[src/core/psx_pkg.sv]
// shared constants for the packed-integer simd prefix and exception checker
`default_nettype none

package psx_pkg;
  // legacy prefix byte codes
  localparam logic [7:0] PFX_ADDR_SIZE = 8'h67;
  localparam logic [7:0] PFX_OPER_SIZE = 8'h66;
  localparam logic [7:0] PFX_SEG_ES    = 8'h26;
  localparam logic [7:0] PFX_SEG_CS    = 8'h2e; // also branch-not-taken hint
  localparam logic [7:0] PFX_SEG_SS    = 8'h36;
  localparam logic [7:0] PFX_SEG_DS    = 8'h3e; // also branch-taken hint
  localparam logic [7:0] PFX_SEG_FS    = 8'h64;
  localparam logic [7:0] PFX_SEG_GS    = 8'h65;
  localparam logic [7:0] PFX_REP       = 8'hf3;
  localparam logic [7:0] PFX_REPNE     = 8'hf2;
  localparam logic [7:0] PFX_LOCK      = 8'hf0;

  // segment select codes handed to address generation
  localparam logic [2:0] SEG_ES = 3'h0;
  localparam logic [2:0] SEG_CS = 3'h1;
  localparam logic [2:0] SEG_SS = 3'h2;
  localparam logic [2:0] SEG_DS = 3'h3;
  localparam logic [2:0] SEG_FS = 3'h4;
  localparam logic [2:0] SEG_GS = 3'h5;

  // exception vectors and fp state encodings
  localparam logic [7:0]  VEC_NUMERIC   = 8'h10; // numeric error, vector 16
  localparam logic [7:0]  VEC_INVALID   = 8'h06; // invalid opcode
  localparam logic [1:0]  TAG_VALID     = 2'h0;
  localparam logic [1:0]  TAG_EMPTY     = 2'h3;
  localparam logic [2:0]  TOP_AFTER_OP  = 3'h0;
  localparam logic [15:0] EXP_ALL_ONES  = 16'hffff;
  localparam logic [15:0] TAGWORD_RESET = 16'hffff;
  localparam logic [2:0]  TOP_RESET     = 3'h0;

  // register offsets (byte addresses)
  localparam logic [7:0] REG_CTRL    = 8'h00;
  localparam logic [7:0] REG_STATUS  = 8'h04;
  localparam logic [7:0] REG_INT_EN  = 8'h08;
  localparam logic [7:0] REG_INT_CLR = 8'h0c;
  localparam logic [7:0] REG_FPSTATE = 8'h10;

  // control register fields and reset value
  localparam int unsigned CTRL_EMUL_BIT   = 0; // fp_emulation_ctrl
  localparam int unsigned CTRL_ENABLE_BIT = 1; // simd instructions supported
  localparam int unsigned CTRL_RSVUD_BIT  = 2; // reserved prefixes fault
  localparam logic [2:0]  CTRL_RESET      = 3'h2;

  // event bits shared by status, enable and clear registers
  localparam int unsigned EV_INVALID  = 0;
  localparam int unsigned EV_NUMERIC  = 1;
  localparam int unsigned EV_MEMFAULT = 2;
  localparam int unsigned EV_RESERVED = 3;
  localparam int unsigned EV_COUNT    = 4;

  // fp state register fields
  localparam int unsigned FPS_TAG_LSB  = 0;
  localparam int unsigned FPS_TOP_LSB  = 16;
  localparam int unsigned FPS_PEND_BIT = 20;

  typedef enum logic [1:0] {
    FP_ERROR_OUT_N_IDLE   = 2'b01,
    FP_ERROR_OUT_N_ACTIVE = 2'b10
  } psx_fp_error_out_n_e;
endpackage : psx_pkg

`default_nettype wire

[src/core/psx_issue_check.sv]
// issue-time checker for packed-integer simd instructions
// Operation
// - pending fp exception faults vector 16, error pin
// - faulting instruction reissues after handler returns
// - no numeric fault without pending exception
// - memory faults reported like other instructions
// - address-size prefix needs memory operand
// - segment override needs memory operand
// - lock prefix always gives invalid opcode
// - operand-size, repeat, hint prefixes are reserved; the code treats hint bytes 2e/3e as CS/DS segment overrides
// - simd registers share fp storage and tags
// - non-empty op zeroes stack top, tags valid
// - simd register write sets exponent all ones
// - unsupported or emulation set gives invalid opcode
// - state-empty op marks every tag empty
//
// Added by the designer: the register addresses and the strobed register port.
`default_nettype none

module psx_issue_check #(
  parameter int unsigned NUM_PREFIX = 4
) (
  input  wire logic                       clock,
  input  wire logic                       resetn,
  input  wire logic [7:0]                 regAddr,
  input  wire logic [31:0]                regWrData,
  input  wire logic                       regWr,
  input  wire logic                       regRd,
  output logic      [31:0]                regRdData,
  output logic                            irq,
  input  wire logic                       issueValid,
  input  wire logic                       issueMemOp,
  input  wire logic                       issueEmptyOp,
  input  wire logic                       issueWritesReg,
  input  wire logic [2:0]                 issueDstIdx,
  input  wire logic [63:0]                issueData,
  input  wire logic                       issueMemFault,
  input  wire logic [1:0]                 issueMemFaultKind,
  input  wire logic [NUM_PREFIX-1:0][7:0] prefixBytes,
  input  wire logic [NUM_PREFIX-1:0]      prefixValid,
  input  wire logic                       fpExcRaise,
  input  wire logic                       fpExcClear,
  input  wire logic                       fpuWrEn,
  input  wire logic [2:0]                 fpuWrIdx,
  input  wire logic [79:0]                fpuWrData,
  input  wire logic                       fpuTagWrEn,
  input  wire logic [15:0]                fpuTagData,
  input  wire logic                       fpuTopWrEn,
  input  wire logic [2:0]                 fpuTopData,
  input  wire logic [2:0]                 simdRdIdx,
  output logic      [79:0]                simdRdData,
  output logic      [15:0]                tagWord,
  output logic      [2:0]                 stackTop,
  output logic                            resultValid,
  output logic                            resultInvalid,
  output logic                            resultNumeric,
  output logic                            resultMemFault,
  output logic      [1:0]                 resultMemKind,
  output logic      [7:0]                 resultVector,
  output logic                            resultUseAddrSize,
  output logic                            resultSegValid,
  output logic      [2:0]                 resultSegSelect,
  output logic                            fp_error_out_n
);
  logic       hasLock;
  logic       hasAddrSize;
  logic       hasSegment;
  logic       hasAlwaysRsv;
  logic [2:0] segSelect;

  psx_prefix_decode #(
    .NUM_PREFIX (NUM_PREFIX)
  ) u_prefix (
    .prefixBytes       (prefixBytes),
    .prefixValid       (prefixValid),
    .hasLock           (hasLock),
    .hasAddrSize       (hasAddrSize),
    .hasSegment        (hasSegment),
    .hasAlwaysReserved (hasAlwaysRsv),
    .segSelect         (segSelect)
  );

  // control, interrupt and pending state
  logic [2:0]                     ctrl_q;
  logic [2:0]                     ctrl_d;
  logic [psx_pkg::EV_COUNT-1:0]   status_q;
  logic [psx_pkg::EV_COUNT-1:0]   status_d;
  logic [psx_pkg::EV_COUNT-1:0]   intEn_q;
  logic [psx_pkg::EV_COUNT-1:0]   intEn_d;
  logic [psx_pkg::EV_COUNT-1:0]   events;
  logic [31:0]                    rdData_d;
  logic                           pending_q;
  logic                           pending_d;
  psx_pkg::psx_fp_error_out_n_e             fp_error_out_n_q;
  psx_pkg::psx_fp_error_out_n_e             fp_error_out_n_d;

  // issue decision
  logic rsvHit;
  logic udHit;
  logic numHit;
  logic memHit;
  logic commitValid;

  // priority: invalid opcode, then numeric error, then memory fault, else commit
  always_comb begin
    rsvHit = hasAlwaysRsv ||
             (!issueMemOp && (hasAddrSize || hasSegment));
    udHit  = hasLock ||
             ctrl_q[psx_pkg::CTRL_EMUL_BIT] ||
             !ctrl_q[psx_pkg::CTRL_ENABLE_BIT] ||
             (rsvHit && ctrl_q[psx_pkg::CTRL_RSVUD_BIT]);
    // the flag as registered is checked, so nothing commits past a pending error
    numHit = !udHit && pending_q;
    memHit = !udHit && !pending_q && issueMemFault;
    commitValid = issueValid && !udHit && !numHit && !memHit;
  end

  psx_fp_alias_file #(
    .NUM_REGS (8),
    .DATA_W   (64),
    .EXP_W    (16)
  ) u_alias (
    .clock       (clock),
    .resetn      (resetn),
    .commitValid (commitValid),
    .commitEmpty (issueEmptyOp),
    .commitWrite (issueWritesReg),
    .commitIdx   (issueDstIdx),
    .commitData  (issueData),
    .fpuWrEn     (fpuWrEn),
    .fpuWrIdx    (fpuWrIdx),
    .fpuWrData   (fpuWrData),
    .fpuTagWrEn  (fpuTagWrEn),
    .fpuTagData  (fpuTagData),
    .fpuTopWrEn  (fpuTopWrEn),
    .fpuTopData  (fpuTopData),
    .rdIdx       (simdRdIdx),
    .rdData      (simdRdData),
    .tagWord     (tagWord),
    .stackTop    (stackTop)
  );

  // result record, one cycle after issue; a faulted op changes no state so
  // the front end simply reissues it once the handler clears the flag
  logic       resValid_d;
  logic       resInv_d;
  logic       resNum_d;
  logic       resMem_d;
  logic [1:0] resKind_d;
  logic [7:0] resVec_d;
  logic       resAddr_d;
  logic       resSeg_d;
  logic [2:0] resSegSel_d;

  always_comb begin
    resValid_d  = issueValid;
    resInv_d    = issueValid && udHit;
    resNum_d    = issueValid && numHit;
    resMem_d    = issueValid && memHit;
    resKind_d   = memHit ? issueMemFaultKind : 2'h0;
    resVec_d    = 8'h00;
    if (issueValid && udHit) begin
      resVec_d = psx_pkg::VEC_INVALID;
    end else if (issueValid && numHit) begin
      resVec_d = psx_pkg::VEC_NUMERIC;
    end
    resAddr_d   = commitValid && issueMemOp && hasAddrSize;
    resSeg_d    = commitValid && issueMemOp && hasSegment;
    resSegSel_d = resSeg_d ? segSelect : psx_pkg::SEG_DS;
  end

  always_ff @(posedge clock or negedge resetn) begin
    if (!resetn) begin
      resultValid       <= 1'b0;
      resultInvalid     <= 1'b0;
      resultNumeric     <= 1'b0;
      resultMemFault    <= 1'b0;
      resultMemKind     <= 2'h0;
      resultVector      <= 8'h00;
      resultUseAddrSize <= 1'b0;
      resultSegValid    <= 1'b0;
      resultSegSelect   <= psx_pkg::SEG_DS;
    end else begin
      resultValid       <= resValid_d;
      resultInvalid     <= resInv_d;
      resultNumeric     <= resNum_d;
      resultMemFault    <= resMem_d;
      resultMemKind     <= resKind_d;
      resultVector      <= resVec_d;
      resultUseAddrSize <= resAddr_d;
      resultSegValid    <= resSeg_d;
      resultSegSelect   <= resSegSel_d;
    end
  end

  // sticky pending flag and error pin; a raise in the clear cycle survives
  always_comb begin
    pending_d = fpExcRaise || (pending_q && !fpExcClear);
    fp_error_out_n_d    = fp_error_out_n_q;
    unique case (fp_error_out_n_q)
      psx_pkg::FP_ERROR_OUT_N_IDLE: begin
        if (issueValid && numHit) begin
          fp_error_out_n_d = psx_pkg::FP_ERROR_OUT_N_ACTIVE;
        end
      end
      psx_pkg::FP_ERROR_OUT_N_ACTIVE: begin
        if (fpExcClear && !fpExcRaise) begin
          fp_error_out_n_d = psx_pkg::FP_ERROR_OUT_N_IDLE;
        end
      end
      default: fp_error_out_n_d = psx_pkg::FP_ERROR_OUT_N_IDLE;
    endcase
  end

  always_ff @(posedge clock or negedge resetn) begin
    if (!resetn) begin
      pending_q <= 1'b0;
      fp_error_out_n_q    <= psx_pkg::FP_ERROR_OUT_N_IDLE;
    end else begin
      pending_q <= pending_d;
      fp_error_out_n_q    <= fp_error_out_n_d;
    end
  end

  assign fp_error_out_n = (fp_error_out_n_q != psx_pkg::FP_ERROR_OUT_N_ACTIVE);

  // register file; status bits set wins over a clear in the same cycle
  always_comb begin
    events                         = '0;
    events[psx_pkg::EV_INVALID]    = issueValid && udHit;
    events[psx_pkg::EV_NUMERIC]    = issueValid && numHit;
    events[psx_pkg::EV_MEMFAULT]   = issueValid && memHit;
    events[psx_pkg::EV_RESERVED]   = issueValid && rsvHit;
    ctrl_d   = ctrl_q;
    intEn_d  = intEn_q;
    status_d = status_q;
    if (regWr && regAddr == psx_pkg::REG_CTRL) begin
      ctrl_d = regWrData[2:0];
    end
    if (regWr && regAddr == psx_pkg::REG_INT_EN) begin
      intEn_d = regWrData[psx_pkg::EV_COUNT-1:0];
    end
    if (regWr && regAddr == psx_pkg::REG_INT_CLR) begin
      status_d = status_q & ~regWrData[psx_pkg::EV_COUNT-1:0];
    end
    status_d = status_d | events;
    rdData_d = 32'h0000_0000;
    if (regRd) begin
      unique case (regAddr)
        psx_pkg::REG_CTRL:    rdData_d[2:0] = ctrl_q;
        psx_pkg::REG_STATUS:  rdData_d[psx_pkg::EV_COUNT-1:0] = status_q;
        psx_pkg::REG_INT_EN:  rdData_d[psx_pkg::EV_COUNT-1:0] = intEn_q;
        psx_pkg::REG_FPSTATE: begin
          rdData_d[psx_pkg::FPS_TAG_LSB +: 16] = tagWord;
          rdData_d[psx_pkg::FPS_TOP_LSB +: 3]  = stackTop;
          rdData_d[psx_pkg::FPS_PEND_BIT]      = pending_q;
        end
        default:              rdData_d = 32'h0000_0000; // unmapped and write-only
      endcase
    end
  end

  always_ff @(posedge clock or negedge resetn) begin
    if (!resetn) begin
      ctrl_q    <= psx_pkg::CTRL_RESET;
      intEn_q   <= '0;
      status_q  <= '0;
      regRdData <= 32'h0000_0000;
    end else begin
      ctrl_q    <= ctrl_d;
      intEn_q   <= intEn_d;
      status_q  <= status_d;
      regRdData <= rdData_d;
    end
  end

  assign irq = |(status_q & intEn_q);
endmodule // psx_issue_check

`default_nettype wire

[src/core/psx_prefix_decode.sv]
// classifies the legacy prefix bytes ahead of a packed-integer simd opcode
`default_nettype none

module psx_prefix_decode #(
  parameter int unsigned NUM_PREFIX = 4
) (
  input  wire logic [NUM_PREFIX-1:0][7:0] prefixBytes,
  input  wire logic [NUM_PREFIX-1:0]      prefixValid,
  output logic                            hasLock,
  output logic                            hasAddrSize,
  output logic                            hasSegment,
  output logic                            hasAlwaysReserved,
  output logic [2:0]                      segSelect
);
  initial begin
    if (NUM_PREFIX < 1 || NUM_PREFIX > 14) begin
      $error("psx_prefix_decode: NUM_PREFIX out of range");
    end
  end

  logic [NUM_PREFIX-1:0]      isLock;
  logic [NUM_PREFIX-1:0]      isAddr;
  logic [NUM_PREFIX-1:0]      isSeg;
  logic [NUM_PREFIX-1:0]      isRsv;
  logic [NUM_PREFIX-1:0][2:0] segCode;

  // per-byte classification
  for (genvar i = 0; i < NUM_PREFIX; i++) begin : g_byte
    always_comb begin
      isLock[i]  = prefixValid[i] && (prefixBytes[i] == psx_pkg::PFX_LOCK);
      isAddr[i]  = prefixValid[i] && (prefixBytes[i] == psx_pkg::PFX_ADDR_SIZE);
      isRsv[i]   = prefixValid[i] && ((prefixBytes[i] == psx_pkg::PFX_OPER_SIZE) ||
                                      (prefixBytes[i] == psx_pkg::PFX_REP) ||
                                      (prefixBytes[i] == psx_pkg::PFX_REPNE));
      isSeg[i]   = prefixValid[i];
      segCode[i] = psx_pkg::SEG_DS;
      unique case (prefixBytes[i])
        psx_pkg::PFX_SEG_ES: segCode[i] = psx_pkg::SEG_ES;
        psx_pkg::PFX_SEG_CS: segCode[i] = psx_pkg::SEG_CS;
        psx_pkg::PFX_SEG_SS: segCode[i] = psx_pkg::SEG_SS;
        psx_pkg::PFX_SEG_DS: segCode[i] = psx_pkg::SEG_DS;
        psx_pkg::PFX_SEG_FS: segCode[i] = psx_pkg::SEG_FS;
        psx_pkg::PFX_SEG_GS: segCode[i] = psx_pkg::SEG_GS;
        default:             isSeg[i]   = 1'b0;
      endcase
    end
  end

  // reduce; the last segment override in byte order wins, as in the general decoder
  always_comb begin
    hasLock           = |isLock;
    hasAddrSize       = |isAddr;
    hasSegment        = |isSeg;
    hasAlwaysReserved = |isRsv;
    segSelect         = psx_pkg::SEG_DS;
    for (int unsigned k = 0; k < NUM_PREFIX; k++) begin
      if (isSeg[k]) begin
        segSelect = segCode[k];
      end
    end
  end
endmodule // psx_prefix_decode

`default_nettype wire

[src/core/psx_fp_alias_file.sv]
// shared data registers, tag word and stack top seen by both fp and simd ops
`default_nettype none

module psx_fp_alias_file #(
  parameter int unsigned NUM_REGS = 8,
  parameter int unsigned DATA_W   = 64,
  parameter int unsigned EXP_W    = 16
) (
  input  wire logic                        clock,
  input  wire logic                        resetn,
  input  wire logic                        commitValid,
  input  wire logic                        commitEmpty,
  input  wire logic                        commitWrite,
  input  wire logic [$clog2(NUM_REGS)-1:0] commitIdx,
  input  wire logic [DATA_W-1:0]           commitData,
  input  wire logic                        fpuWrEn,
  input  wire logic [$clog2(NUM_REGS)-1:0] fpuWrIdx,
  input  wire logic [DATA_W+EXP_W-1:0]     fpuWrData,
  input  wire logic                        fpuTagWrEn,
  input  wire logic [2*NUM_REGS-1:0]       fpuTagData,
  input  wire logic                        fpuTopWrEn,
  input  wire logic [$clog2(NUM_REGS)-1:0] fpuTopData,
  input  wire logic [$clog2(NUM_REGS)-1:0] rdIdx,
  output logic      [DATA_W+EXP_W-1:0]     rdData,
  output logic      [2*NUM_REGS-1:0]       tagWord,
  output logic      [$clog2(NUM_REGS)-1:0] stackTop
);
  initial begin
    if (NUM_REGS != 8 || EXP_W != 16 || DATA_W != 64) begin
      $error("psx_fp_alias_file: layout must be 8 x (64 + 16) bits");
    end
  end

  localparam int unsigned IDX_W = $clog2(NUM_REGS);

  logic [NUM_REGS-1:0][DATA_W+EXP_W-1:0] regs_q;
  logic [NUM_REGS-1:0][DATA_W+EXP_W-1:0] regs_d;
  logic [2*NUM_REGS-1:0]                 tag_q;
  logic [2*NUM_REGS-1:0]                 tag_d;
  logic [IDX_W-1:0]                      top_q;
  logic [IDX_W-1:0]                      top_d;
  logic [DATA_W+EXP_W-1:0]               rd_d;

  // one storage for both views; a simd write marks the exponent all ones
  for (genvar r = 0; r < NUM_REGS; r++) begin : g_reg
    always_comb begin
      regs_d[r] = regs_q[r];
      if (commitValid && !commitEmpty && commitWrite && commitIdx == IDX_W'(r)) begin
        regs_d[r] = {psx_pkg::EXP_ALL_ONES, commitData};
      end else if (fpuWrEn && fpuWrIdx == IDX_W'(r)) begin
        regs_d[r] = fpuWrData;
      end
    end
  end

  // simd commit outranks the fpu port, they never overlap in a legal program
  always_comb begin
    tag_d = tag_q;
    top_d = top_q;
    rd_d  = regs_q[rdIdx];
    if (commitValid && commitEmpty) begin
      tag_d = {NUM_REGS{psx_pkg::TAG_EMPTY}};
    end else if (commitValid) begin
      tag_d = {NUM_REGS{psx_pkg::TAG_VALID}};
      top_d = psx_pkg::TOP_AFTER_OP;
    end else begin
      if (fpuTagWrEn) begin
        tag_d = fpuTagData;
      end
      if (fpuTopWrEn) begin
        top_d = fpuTopData;
      end
    end
  end

  always_ff @(posedge clock or negedge resetn) begin
    if (!resetn) begin
      regs_q <= '0;
      tag_q  <= psx_pkg::TAGWORD_RESET;
      top_q  <= psx_pkg::TOP_RESET;
      rdData <= '0;
    end else begin
      regs_q <= regs_d;
      tag_q  <= tag_d;
      top_q  <= top_d;
      rdData <= rd_d;
    end
  end

  assign tagWord  = tag_q;
  assign stackTop = top_q;
endmodule // psx_fp_alias_file

`default_nettype wire

[config.mk]
export PLATFORM = sky130hd
export DESIGN_NAME = psx_issue_check
export DESIGN_NICKNAME = d
export VERILOG_FILES = /design/src/core/psx_pkg.sv /design/src/core/psx_issue_check.sv /design/src/core/psx_prefix_decode.sv /design/src/core/psx_fp_alias_file.sv
export SDC_FILE = /design/constraint.sdc
export NUM_CORES = 2
export LEC_CHECK = 0
export ABC_AREA = 0
export BUFFER_PORTS_ARGS = -buffer_cell sky130_fd_sc_hd__buf_2
export CORE_MARGIN = 2
export CORE_UTILIZATION = 45
export DETAILED_ROUTE_END_ITERATION = 8
export PLACE_DENSITY_LB_ADDON = 0.1
export SETUP_SLACK_MARGIN = 0.15
export SKIP_LAST_GASP = 1
export SLEW_MARGIN = 10
export SYNTH_ARGS = -nofsm -noshare
export SYNTH_HDL_FRONTEND = slang
export SYNTH_SLANG_ARGS = --single-unit
[constraint.sdc]
create_clock -name clock -period 4.3 [get_ports clock]
set_clock_uncertainty 0.1 [all_clocks]
set_input_delay 0.43 -clock clock [delete_from_list [all_inputs] [get_ports clock]]
set_output_delay 0.43 -clock clock [all_outputs]
set_load 0.01 [all_outputs]
==> summary.md <==
| Metric | Value |
|---|---|
| Area of the multi-input gates | `19800 sq um` |
| Crit end category | `register` |
| Setup bufs post-CTS | `0` |
| Switching Share | `25.3%` |
| Final Max Slew Viols | `0` |
| Initial antenna violation count | `28` |
| Number of global-route vias before repair | `29200` |
| CTS tree | `yes` |
| # H-tree levels | `3` |
| Layout overhead on the synthesized area | `17.5%` |
| Share of the yosys chip area belonging to registers | `48.6%` |
| DR top layer | `met5` |
| Clock transition at path regs | `60 ps` |
| Die H | `304 um` |
| Period Utilization, post-route | `75.0%` |
| Clk Latency, worst-skew pair | `620 ps` |
| Worst relative slew slack | `41.7%` |
| Required @ worst endpoint | `4710 ps` |
| CTS Hold Bufs | `53` |
| Fin. Hold Viols | `0` |
| First-pass GRT wire length | `181000 um` |
| Post-DP HPWL | `67600 um` |
| Initial DRC Count | `1546` |
| MaxCap Viol Count | `0` |
| Final GP Congestion | `0.850` |
| Sequential cell area | `19700 sq um` |
| Core box area | `88800 sq um` |
| Met2 routed wirelength | `59500 um` |
| I/O pins | `416` |
| Via density | `5.81` |
| Leakage | `21.5 nW` |
| Drt wl/cell | `25.8 um` |
| Largest net degree at the start of global routing | `105` |
| Hold Path Origin | `issueData[53]` |
| Syn Std Cell Area | `40500 sq um` |
| DP Area | `43900 sq um` |
| Yosys reg bits | `785` |
| Top FF cell, synth | `dfrtp_1` |
| Initial core utilization | `45.6%` |
| Library cells used by synthesis | `66` |
| Final setup viols | `0` |
| # fillers | `7449` |
| # DRC | `0` |
| Worst Setup Path Type | `in2reg` |
| Sw Pwr | `5.59 mW` |
| Final instance area | `47600 sq um` |
| Global Route Usage Sum | `25.6%` |
| FP Rows | `109` |
| CTS buffer count | `90` |
| Combinational share of power | `20.0%` |
| Yosys warns | `0` |
| Clk sink count | `785` |
| Wl on met1 | `50200 um` |
| Number of gates resized after cts | `0` |
| Post-synthesis cell count | `2956` |
| # port buffers | `370` |
| Final min period | `3230 ps` |
| Max Clk Rate | `310 MHz` |
| DIE AREA | `92300 sq um` |
| Root Buffer | `clkbuf_16` |
| Worst R2R Start | `pending_q` |
| Clock Tree Buf Depth | `3` |
| Post-synth EDFFs | `0` |
| Die W | `304 um` |
| Peak supply drop | `0.000281 V` |
| Worst EP arrival | `3640 ps` |
| Hold Crit Depth | `2` |
| Routed WL | `118000 um` |
| FF-to-FF End | `u_alias.regs_q[3]` |
| Clock power frac | `36.0%` |
| Min-Delay Path Class | `in2reg` |
| Pwr dens | `465 nW/um^2` |
| Post-layout util | `53.6%` |
| Setup TNS | `0 ps` |
| Syn_area_per_cell | `13.7 sq um` |
| Met3 WL post-DR | `5640 um` |
| Post-DRT Antenna Nets | `0` |
| CP Max Fanout | `21` |
| Sequential fraction of design power | `44.0%` |
| Worst-Margin Slew | `874 ps` |
| Int Pwr | `16.5 mW` |
| Async set-reset flop share out of synthesis | `100%` |
| Total grt overflow | `0` |
| RSZ-0062 raised after global routing | `no` |
| R2R Setup Slk | `1120 ps` |
| Share of post-route cells with drive strength above 1 | `51.1%` |
| Status | `finished, final reports clean` |
| R2r worst-path depth | `7` |
| Min-Delay Endpoint | `u_alias.regs_q[53]` |
| Startpoint Class | `input port` |
| Via Count | `26600` |
| DRT Pass-1 Iters | `7` |
| Nets | `3588` |
[cells in the mapped netlist (all sizes together), types with 3 or more instances]
master	count	area [sq um]
nand2	351	1320
dfstp	20	526
and4b	3	30.0
and3	11	68.8
mux2	1052	11800
a22oi	21	158
clkbuf	106	398
nor4	5	31.3
nand4b	5	43.8
nand2b	9	56.3
nor4bb	3	30.0
nor3b	5	37.5
o2111ai	3	26.3
nand4	7	50.1
inv	13	48.8
nand3	31	210
a21oi	4	20.0
buf	131	729
nor4b	4	35.0
dfrtp	765	19100
a32oi	3	26.3
nand3b	5	37.5
nor2	19	71.3
a22o	4	35.0
mux2i	129	1290
and2	20	125
a31oi	9	62.6
o21ai	12	63.8
mux4	160	3600
nor3	11	66.3
nor2b	9	56.3
[per-layer routing]
metal  vias to the layer above  global-route usage [%]
met5                         -                       0
met2                       709                    44.2
met4                        24                    6.81
li1                      11500                       -
met3                       218                    4.53
met1                     14100                    33.4
[power by group through the flow]
stage               Clock (mW)  Combinational [mW]  Sequential, mW
finish                    7.97                4.42            9.72
floorplan                    0                3.09            9.68
CTS                       8.16                4.47            9.71
global placement             0                4.23            9.72
global route              8.51                4.84            9.89
detailed placement           0                4.41            9.84
[kinds of logic after synthesis]
family	after synthesis	synth area share, %
mux	1341	41.4
other cells	1	0.00927
compound gates	73	1.33
buf+inv	250	2.91
flops	785	48.6
simple gates	506	5.78
[area by class of cell]
type | instances | area share (%)
Inverter | 13 | 0.103
Antenna cell | 10 | 0.0526
Clock inverter | 24 | 0.689
Tap cell | 1165 | 3.06
Timing Repair Buffer | 497 | 7.37
Sequential cell | 785 | 41.4
Clock buffer | 140 | 5.81
Multi-Input combinational cell | 1937 | 41.6
[state kept, by name, indices dropped and copies added, names as in the netlist, 2 cells and up]
name and count:
u_alias.regs_q 640, u_alias.rdData 80, regRdData 20, u_alias.tagWord 16, intEn_q 4, status_q 4, ctrl_q 3, resultSegSelect 3
u_alias.stackTop 3, fp_error_out_n_q 2, resultMemKind 2, resultVector 2
[per-stage QoR]
step                std cells  setup WS (ps)  power [mW]  hold WS, ps
finish                   4571           1070        22.1         26.9
global route             4571            961        23.2         11.8
CTS                      4561           1100        22.3        0.291
detailed placement       4344            643        14.2          375
global placement         4344            688        13.9          365
floorplan                2972           1770        12.8         34.4
[critical path, stage by stage]
cell and delay (ps):
dlygate4sd3_1 520, buf_2 200, inv_2 110, nor3_4 260, nand2_1 80, or3_1 340, nor3_1 300, nand3_4 550
buf_4 450, mux2_1 340
[cell usage in the layout, fill, tap and decap left out, types with 21 or more instances in the layout]
| master | instances |
|---|---|
| mux2_2 | 945 |
| dfrtp_1 | 765 |
| buf_2 | 366 |
| nand2_1 | 351 |
| mux4_2 | 160 |
| mux2i_1 | 129 |
| mux2_1 | 107 |
| clkbuf_16 | 93 |
| dlygate4sd3_1 | 53 |
| buf_12 | 43 |
| buf_4 | 32 |
| clkbuf_8 | 26 |
| nand3_1 | 22 |
| a22oi_1 | 21 |
| clkbuf_1 | 21 |
[worst max path at each step]
stage / end / cells after the start / slack (ps) / start
2_1_floorplan: u_alias.regs_q[541] / 10 / 1770 / prefixBytes[0]
3_3_place_gp: u_alias.regs_q[187] / 10 / 690 / prefixBytes[25]
3_5_place_dp: u_alias.regs_q[184] / 10 / 640 / prefixBytes[25]
4_1_cts: u_alias.regs_q[3] / 10 / 1100 / issueValid
5_1_grt: u_alias.regs_q[3] / 10 / 960 / issueValid
6_report: u_alias.regs_q[3] / 10 / 1070 / issueValid
Power figures use the tool's default switching activity.
